**src/hdl/cif_defs.svh**
```systemverilog
// constants for the instruction format decoder and flag register
`ifndef CIF_DEFS_SVH
`define CIF_DEFS_SVH

// ----------------------------------------
// flag register
// ----------------------------------------
`define CIF_ADDR_FLAGS 8'hF7
`define CIF_FLAGS_RESET 8'h02
`define CIF_FLAGS_MASK 8'hD7
`define CIF_BIT_PGM_HI 7
`define CIF_BIT_PGM_LO 6
`define CIF_BIT_XIO 4
`define CIF_BIT_CARRY 2
`define CIF_BIT_ZERO 1
`define CIF_BIT_GIE 0

// ----------------------------------------
// opcodes with a format of their own, and the top of the low opcode block
// ----------------------------------------
`define CIF_OP_AND_F 8'h70
`define CIF_OP_OR_F 8'h71
`define CIF_OP_XOR_F 8'h72
`define CIF_OP_LONG_JUMP 8'h7D
`define CIF_OP_LONG_CALL 8'h7C
`define CIF_OP_MOV_MM 8'h5F
`define CIF_OP_MVI_RD 8'h3E
`define CIF_OP_MVI_WR 8'h3F
`define CIF_OP_SWAP_XM 8'h4D
`define CIF_OP_LOW_TOP 8'h40

`endif

```
**src/hdl/cif_pkg.sv**
```systemverilog
// types shared by the decoder files
package cif_pkg;
  typedef enum logic [2:0] {
    CIF_FMT_ONE, CIF_FMT_REL12, CIF_FMT_IMM8, CIF_FMT_ADDR8,
    CIF_FMT_ABS16, CIF_FMT_ADDR_IMM, CIF_FMT_ADDR_ADDR
  } cif_fmt_t;
  typedef enum logic [2:0] {
    CIF_S_BOUND, CIF_S_B0, CIF_S_B1, CIF_S_B2, CIF_S_ISSUE
  } cif_state_t;
endpackage

```
**src/hdl/cif_decoder.sv**
```systemverilog
// instruction format decoder with core flag register
`timescale 1ns/1ps
`default_nettype none
`include "cif_defs.svh"
module cif_decoder (
  input wire logic clk,
  input wire logic arst_n,
  output logic [15:0] pm_addr,
  output logic pm_rd,
  input wire logic [7:0] pm_rdata,
  input wire logic pm_ack,
  output logic dec_valid,
  input wire logic dec_ready,
  output logic [7:0] dec_opcode,
  output logic [7:0] dec_op1,
  output logic [7:0] dec_op2,
  output logic [1:0] dec_len,
  output var cif_pkg::cif_fmt_t dec_format,
  output logic [15:0] dec_target,
  output logic [15:0] dec_pc,
  output logic [8:0] dec_reg_addr,
  output logic [2:0] dec_page,
  input wire logic redirect_valid,
  input wire logic [15:0] redirect_pc,
  input wire logic alu_carry_we,
  input wire logic alu_carry,
  input wire logic alu_zero_we,
  input wire logic alu_zero,
  input wire logic irq,
  output logic int_take,
  output logic [7:0] flag_push_data,
  input wire logic reg_rd,
  input wire logic [7:0] reg_rd_addr,
  output logic [7:0] reg_rdata,
  output logic reg_rd_hit,
  input wire logic [2:0] cur_pp,
  input wire logic [2:0] stk_pp,
  input wire logic [2:0] idx_pp,
  output logic [2:0] stack_page,
  output logic [7:0] flags
);
  // ----------------------------------------
  // reset release
  // ----------------------------------------
  logic rst_s1;
  logic rst_n;
  always_ff @(posedge clk or negedge arst_n)
  begin
    if (!arst_n)
    begin
      rst_s1 <= 1'b0;
      rst_n <= 1'b0;
    end
    else
    begin
      rst_s1 <= 1'b1;
      rst_n <= rst_s1;
    end
  end

  // ----------------------------------------
  // format decode
  // ----------------------------------------
  function automatic cif_pkg::cif_fmt_t fmt_of(input logic [7:0] op);
    fmt_of = cif_pkg::CIF_FMT_ONE;
    if (op[7])
      fmt_of = cif_pkg::CIF_FMT_REL12;
    else if (op == `CIF_OP_LONG_JUMP || op == `CIF_OP_LONG_CALL)
      fmt_of = cif_pkg::CIF_FMT_ABS16;
    else if (op == `CIF_OP_MOV_MM)
      fmt_of = cif_pkg::CIF_FMT_ADDR_ADDR;
    else if (op == `CIF_OP_AND_F || op == `CIF_OP_OR_F || op == `CIF_OP_XOR_F)
      fmt_of = cif_pkg::CIF_FMT_IMM8;
    else if (op == `CIF_OP_MVI_RD || op == `CIF_OP_MVI_WR || op == `CIF_OP_SWAP_XM)
      fmt_of = cif_pkg::CIF_FMT_ADDR8;
    else if (op < `CIF_OP_LOW_TOP)
    begin
      case (op[2:0])
        3'h0: fmt_of = cif_pkg::CIF_FMT_ONE;
        3'h1: fmt_of = cif_pkg::CIF_FMT_IMM8;
        3'h6, 3'h7: fmt_of = cif_pkg::CIF_FMT_ADDR_IMM;
        default: fmt_of = cif_pkg::CIF_FMT_ADDR8;
      endcase
    end
    else if ((op >= 8'h41 && op <= 8'h4A) || op == 8'h62 || op == 8'h63)
      fmt_of = cif_pkg::CIF_FMT_ADDR_IMM;
  endfunction

  function automatic logic [1:0] len_of(input cif_pkg::cif_fmt_t f);
    case (f)
      cif_pkg::CIF_FMT_ONE: len_of = 2'h1;
      cif_pkg::CIF_FMT_REL12, cif_pkg::CIF_FMT_IMM8, cif_pkg::CIF_FMT_ADDR8: len_of = 2'h2;
      default: len_of = 2'h3;
    endcase
  endfunction

  // ----------------------------------------
  // page selection
  // ----------------------------------------
  logic [7:0] next_op;
  logic [2:0] sel_page;
  logic [2:0] sel_stack;
  cif_page_sel u_page (
    .page_mode_field(flags[`CIF_BIT_PGM_HI:`CIF_BIT_PGM_LO]),
    .indexed(next_op < `CIF_OP_LOW_TOP && next_op[0] && next_op[2:0] != 3'h1),
    .cur_pp(cur_pp),
    .stk_pp(stk_pp),
    .idx_pp(idx_pp),
    .operand_page(sel_page),
    .stack_page(sel_stack)
  );

  // ----------------------------------------
  // fetch, issue and flags
  // ----------------------------------------
  cif_pkg::cif_state_t state, next_state;
  logic [15:0] pc, next_pc;
  logic [15:0] next_pm_addr, next_target;
  logic next_pm_rd, next_dec_valid, next_int_take, next_hit;
  logic [7:0] next_b1, next_b2, next_flags, next_push, next_rdata;
  logic [8:0] next_reg_addr;
  logic [2:0] next_page;
  logic accept;
  assign accept = state == cif_pkg::CIF_S_ISSUE && dec_ready;

  always_comb
  begin
    next_state = state;
    next_pc = pc;
    next_pm_addr = pm_addr;
    next_pm_rd = 1'b0;
    next_dec_valid = dec_valid;
    next_int_take = 1'b0;
    next_op = dec_opcode;
    next_b1 = dec_op1;
    next_b2 = dec_op2;
    next_target = dec_target;
    next_reg_addr = dec_reg_addr;
    next_page = dec_page;
    next_push = flag_push_data;
    next_flags = flags;
    if (alu_carry_we)
      next_flags[`CIF_BIT_CARRY] = alu_carry;
    if (alu_zero_we)
      next_flags[`CIF_BIT_ZERO] = alu_zero;
    case (state)
      cif_pkg::CIF_S_BOUND:
      begin
        if (redirect_valid)
          next_pc = redirect_pc;
        else if (flags[`CIF_BIT_GIE] && irq)
        begin
          next_int_take = 1'b1;
          next_push = flags;
          next_flags[`CIF_BIT_GIE] = 1'b0;
        end
        else
        begin
          next_pm_addr = pc;
          next_pm_rd = 1'b1;
          next_state = cif_pkg::CIF_S_B0;
        end
      end
      cif_pkg::CIF_S_B0:
        if (pm_ack)
        begin
          next_op = pm_rdata;
          next_b1 = 8'h00;
          next_b2 = 8'h00;
          if (len_of(fmt_of(pm_rdata)) == 2'h1)
            next_state = cif_pkg::CIF_S_ISSUE;
          else
          begin
            next_pm_addr = pc + 16'h0001;
            next_pm_rd = 1'b1;
            next_state = cif_pkg::CIF_S_B1;
          end
        end
      cif_pkg::CIF_S_B1:
        if (pm_ack)
        begin
          next_b1 = pm_rdata;
          if (len_of(fmt_of(dec_opcode)) == 2'h2)
            next_state = cif_pkg::CIF_S_ISSUE;
          else
          begin
            next_pm_addr = pc + 16'h0002;
            next_pm_rd = 1'b1;
            next_state = cif_pkg::CIF_S_B2;
          end
        end
      cif_pkg::CIF_S_B2:
        if (pm_ack)
        begin
          next_b2 = pm_rdata;
          next_state = cif_pkg::CIF_S_ISSUE;
        end
      cif_pkg::CIF_S_ISSUE:
        if (dec_ready)
        begin
          next_dec_valid = 1'b0;
          next_state = cif_pkg::CIF_S_BOUND;
          case (dec_opcode)
            `CIF_OP_AND_F: next_flags = flags & dec_op1 & `CIF_FLAGS_MASK;
            `CIF_OP_OR_F: next_flags = (flags | dec_op1) & `CIF_FLAGS_MASK;
            `CIF_OP_XOR_F: next_flags = (flags ^ dec_op1) & `CIF_FLAGS_MASK;
            default: ;
          endcase
          if (redirect_valid)
            next_pc = redirect_pc;
          else if (dec_format == cif_pkg::CIF_FMT_ABS16)
            next_pc = dec_target;
          else
            next_pc = pc + {14'h0000, dec_len};
        end
      default: next_state = cif_pkg::CIF_S_BOUND;
    endcase
    if (next_state == cif_pkg::CIF_S_ISSUE && state != cif_pkg::CIF_S_ISSUE)
    begin
      next_dec_valid = 1'b1;
      next_page = sel_page;
      next_reg_addr = {flags[`CIF_BIT_XIO], next_b1};
      if (fmt_of(next_op) == cif_pkg::CIF_FMT_REL12)
        next_target = pc + {{4{next_op[3]}}, next_op[3:0], next_b1};
      else if (fmt_of(next_op) == cif_pkg::CIF_FMT_ABS16)
        next_target = {next_b1, next_b2};
      else
        next_target = 16'h0000;
    end
    next_hit = reg_rd && reg_rd_addr == `CIF_ADDR_FLAGS;
    next_rdata = next_hit ? flags : 8'h00;
  end

  always_ff @(posedge clk or negedge rst_n)
  begin
    if (!rst_n)
    begin
      state <= cif_pkg::CIF_S_BOUND;
      pc <= 16'h0000;
      pm_addr <= 16'h0000;
      pm_rd <= 1'b0;
      dec_valid <= 1'b0;
      dec_opcode <= 8'h00;
      dec_op1 <= 8'h00;
      dec_op2 <= 8'h00;
      dec_len <= 2'h1;
      dec_format <= cif_pkg::CIF_FMT_ONE;
      dec_target <= 16'h0000;
      dec_pc <= 16'h0000;
      dec_reg_addr <= 9'h000;
      dec_page <= 3'h0;
      int_take <= 1'b0;
      flag_push_data <= 8'h00;
      reg_rdata <= 8'h00;
      reg_rd_hit <= 1'b0;
      stack_page <= 3'h0;
      flags <= `CIF_FLAGS_RESET;
    end
    else
    begin
      state <= next_state;
      pc <= next_pc;
      pm_addr <= next_pm_addr;
      pm_rd <= next_pm_rd;
      dec_valid <= next_dec_valid;
      dec_opcode <= next_op;
      dec_op1 <= next_b1;
      dec_op2 <= next_b2;
      dec_len <= len_of(fmt_of(next_op));
      dec_format <= fmt_of(next_op);
      dec_target <= next_target;
      dec_pc <= pc;
      dec_reg_addr <= next_reg_addr;
      dec_page <= next_page;
      int_take <= next_int_take;
      flag_push_data <= next_push;
      reg_rdata <= next_rdata;
      reg_rd_hit <= next_hit;
      stack_page <= sel_stack;
      flags <= next_flags;
    end
  end
endmodule // cif_decoder
`default_nettype wire

```
**src/hdl/cif_page_sel.sv**
```systemverilog
// page selection for operand and stack accesses
`timescale 1ns/1ps
`default_nettype none
module cif_page_sel (
  input wire logic [1:0] page_mode_field,
  input wire logic indexed,
  input wire logic [2:0] cur_pp,
  input wire logic [2:0] stk_pp,
  input wire logic [2:0] idx_pp,
  output logic [2:0] operand_page,
  output logic [2:0] stack_page
);
  always_comb
  begin
    // mode 0 keeps every operand in page 0
    operand_page = 3'h0;
    if (page_mode_field == 2'h3 && indexed)
      operand_page = idx_pp;
    else if (page_mode_field[1])
      operand_page = cur_pp;
    stack_page = (page_mode_field == 2'h1) ? idx_pp : stk_pp;
  end
endmodule // cif_page_sel
`default_nettype wire

```
**config.mk**
```make
export PLATFORM = sky130hd
export DESIGN_NAME = cif_decoder
export DESIGN_NICKNAME = d
export VERILOG_FILES = /design/src/hdl/cif_pkg.sv /design/src/hdl/cif_decoder.sv /design/src/hdl/cif_page_sel.sv
export VERILOG_INCLUDE_DIRS = /design/src /design/src/hdl
export SDC_FILE = /design/constraint.sdc
export NUM_CORES = 1
export LEC_CHECK = 0
export ABC_AREA = 1
export BUFFER_PORTS_ARGS = -buffer_cell sky130_fd_sc_hd__buf_2
export CAP_MARGIN = 10
export CELL_PAD_IN_SITES_DETAIL_PLACEMENT = 0
export CELL_PAD_IN_SITES_GLOBAL_PLACEMENT = 1
export CORE_MARGIN = 2
export CORE_UTILIZATION = 37
export CTS_BUF_LIST = sky130_fd_sc_hd__clkbuf_8
export DETAILED_ROUTE_END_ITERATION = 8
export HOLD_SLACK_MARGIN = 0.12
export MAX_ROUTING_LAYER = met4
export PLACE_DENSITY_LB_ADDON = 0.12
export SYNTH_ARGS = -nofsm -noshare
export SYNTH_HDL_FRONTEND = slang
export SYNTH_HIERARCHICAL = 1
export SYNTH_SLANG_ARGS = --single-unit
```
**constraint.sdc**
```tcl
create_clock -name clk -period 3.85 [get_ports clk]
set_input_delay 0.1925 -clock clk [delete_from_list [all_inputs] [get_ports clk]]
set_output_delay 0.1925 -clock clk [all_outputs]
set_load 0.05 [all_outputs]
```
==> results.txt <==
Via count - 8066
Count of unique library cells instantiated by Yosys - 49
IO Port Bufs - 165
Async SR Flop Fraction - 100%
DRT Pass-1 Iters - 5
Clock Sinks - 135
Hold Worst Slack - 147 ps
H-Tree Depth - 4
CTS buffer count - 17
Max_slew headroom - 46.8%
Via density - 5.04
Post-Syn Area - 8220 sq um
Reg2Reg Setup Slack - 500 ps
Worst Path Max Fanout - 7
Routed len/inst - 17.7 um
Most frequent cells in the layout - nand2_1, buf_2, dfrtp_1, inv_1, nor2_1
Post-layout minimum cycle time - 3350 ps
Clock tree root buffer cell - clkbuf_8
Initial core utilization - 37.7%
Dpl ws - 529 ps
CP Capture Type - register
Routed Antenna Nets - 0
Max-Cap Viols - 0
Vias in the first global route - 7729
Placed wire-length estimate - 21600 um
Startpoint types - register
HP Start - idx_pp[2]
First-pass GRT wire length - 44500 um
Predominant post-synthesis flop cell - dfrtp_1
Initial DRC count - 573
Largest cells by area after synthesis - dfrtp_1, nand2_1, o21ai_0
Row count - 54
Area Overhead vs Synth - 23.4%
EDFF count, synth - 0
Setup WS post-layout - 497 ps
Status - finished clean
Die width - 153 um
Synth area leader - dfrtp_1
Setup total negative slack - 0 ps
Hold Path Class - input pin to register
Synth Instances - 1097
Reg2Reg Launch Point - state[0]
Total Routing Usage GR - 25.1%
Worst Clk Skew - 13.3 ps
Sequential area share after synthesis - 41.1%
Initial antenna violation count - 0
Worst Setup Path Type - register to register
PostCTS Resize Cnt - 0
CORE AREA - 21800 sq um
Largest net degree at the start of global routing - 98
Die ar. - 23400 sq um
Synth Area per Inst - 7.50 sq um
Global route overflow - 0
Die Height - 153 um
Yosys reg bits - 135
CTS tree - built
Commonest non-fill, non-tap cell in the layout - nand2_1
Fraction of layout cells with a size suffix above 1 - 18.9%
Req. time, crit path - 4200 ps
# nets final - 1401
Gpl congestion - 0.908
Diodes inserted - 0
Fin. Hold Viols - 0
Clock transition at the registers of the reported paths - 80 ps
IO Pins - 172
Critical path arrival - 3710 ps
Clock latency on the worst-skew pair - 470 ps
Final setup viols - 0
Period Utilization, post-route - 87.1%
Maximum clock frequency - 298 MHz
Yosys warnings - 6
# DRC - 0
Top-area cell type share of the netlist area - 40.5%
Total Wirelength - 28300 um
Final Max Slew Viols - 0
Worst-Margin Slew - 798 ps
Worst Setup SP - state[0]
RSZ-0062 raised after global routing - false
Clk buf depth - 2
==> cell families after synthesis <==
family / synth area share [%]
xor gates and xnor gates: 2.13
DFF: 41.1
AOI/OAI and AO/OA: 14.6
and+or+nand+nor: 27.7
buffers and inverters: 7.94
other: 0.0913
adders and majority gates: 6.42
==> cell usage after synthesis, types with 6 or more instances <==
cell type  count
buf_4          8
nand2_2       10
clkbuf_1      20
inv_2          8
xor2_1        18
o21ai_0      103
a21oi_1       54
o22ai_1       11
nor2_1       108
buf_6          6
dfrtp_1      133
nand3_1       68
a31oi_1       12
o211ai_1      10
nand2_1      307
ha_1          39
nand4_1        7
inv_1        107
nor3_1         9
==> metrics by stage <==
step                      cells  utilization (%)  instance area (sq um)
after floorplan            1102                -                   8240
after global placement     1530             42.9                   9370
after detailed placement   1530             42.9                   9370
after CTS                  1601             46.5                  10100
after global routing       1601             46.5                  10100
final                      1601             46.5                  10100
==> area by class of cell <==
cell class              count  area, sq um
clock buffers              17          234
clock inverters            15          156
fillers                  2340        11700
inverters                 116          435
multi-input cells         814         4210
flip-flops and latches    135         3380
well taps                 280          350
repair buffers            224         1380
==> state kept, by name, indices dropped and copies added (netlist names), 2 cells and up <==
name / cells
dec_pc: 16
dec_target: 16
pc: 16
pm_addr: 16
dec_reg_addr: 9
dec_op1: 8
dec_op2: 8
dec_opcode: 8
flag_push_data: 6
flags: 6
reg_rdata: 6
dec_format: 3
dec_page: 3
stack_page: 3
state: 3
dec_len: 2
==> critical path, cell delays in order (launching register included) <==
cell and delay (ps):
dfrtp_1 490, nor3_1 110, inv_1 150, o21ai_1 110
buf_4 170, o22ai_1 420, ha_1 380, a21oi_1 240
a21boi_0 400, o21ai_0 200, nand3_1 100, nand2_1 60
xor2_1 140, nand3_1 80, nand2_1 60, nand2_1 60
nand2_1 50
==> per-layer routing <==
metal	track usage (%)	part of all wire, %	up-vias
li1	-	-	4014
met1	36.1	49	3806
met2	37.8	45	222
met3	3.35	4.9	24
met4	5.69	1.1	0
met5	-	0	-
==> what timing repair did <==
| item | in CTS | in global routing |
|---|---|---|
| hold buffers | 39 | 0 |
| endpoints found under the hold margin | 31 | 0 |
| buffers inserted | 0 | 0 |
==> worst paths after layout <==
check                                  to  cells after the start
min                           dec_page[2]                      5
max in group asynchronous        flags[1]                      1
min in group asynchronous      dec_pc[10]                      0
max reg2reg                dec_target[10]                     16
max                        dec_target[10]                     16
min reg2reg                    dec_pc[10]                      0
Power is not shown: default switching activity piles up to over one toggle a cycle in this logic, so the estimate is an artifact.
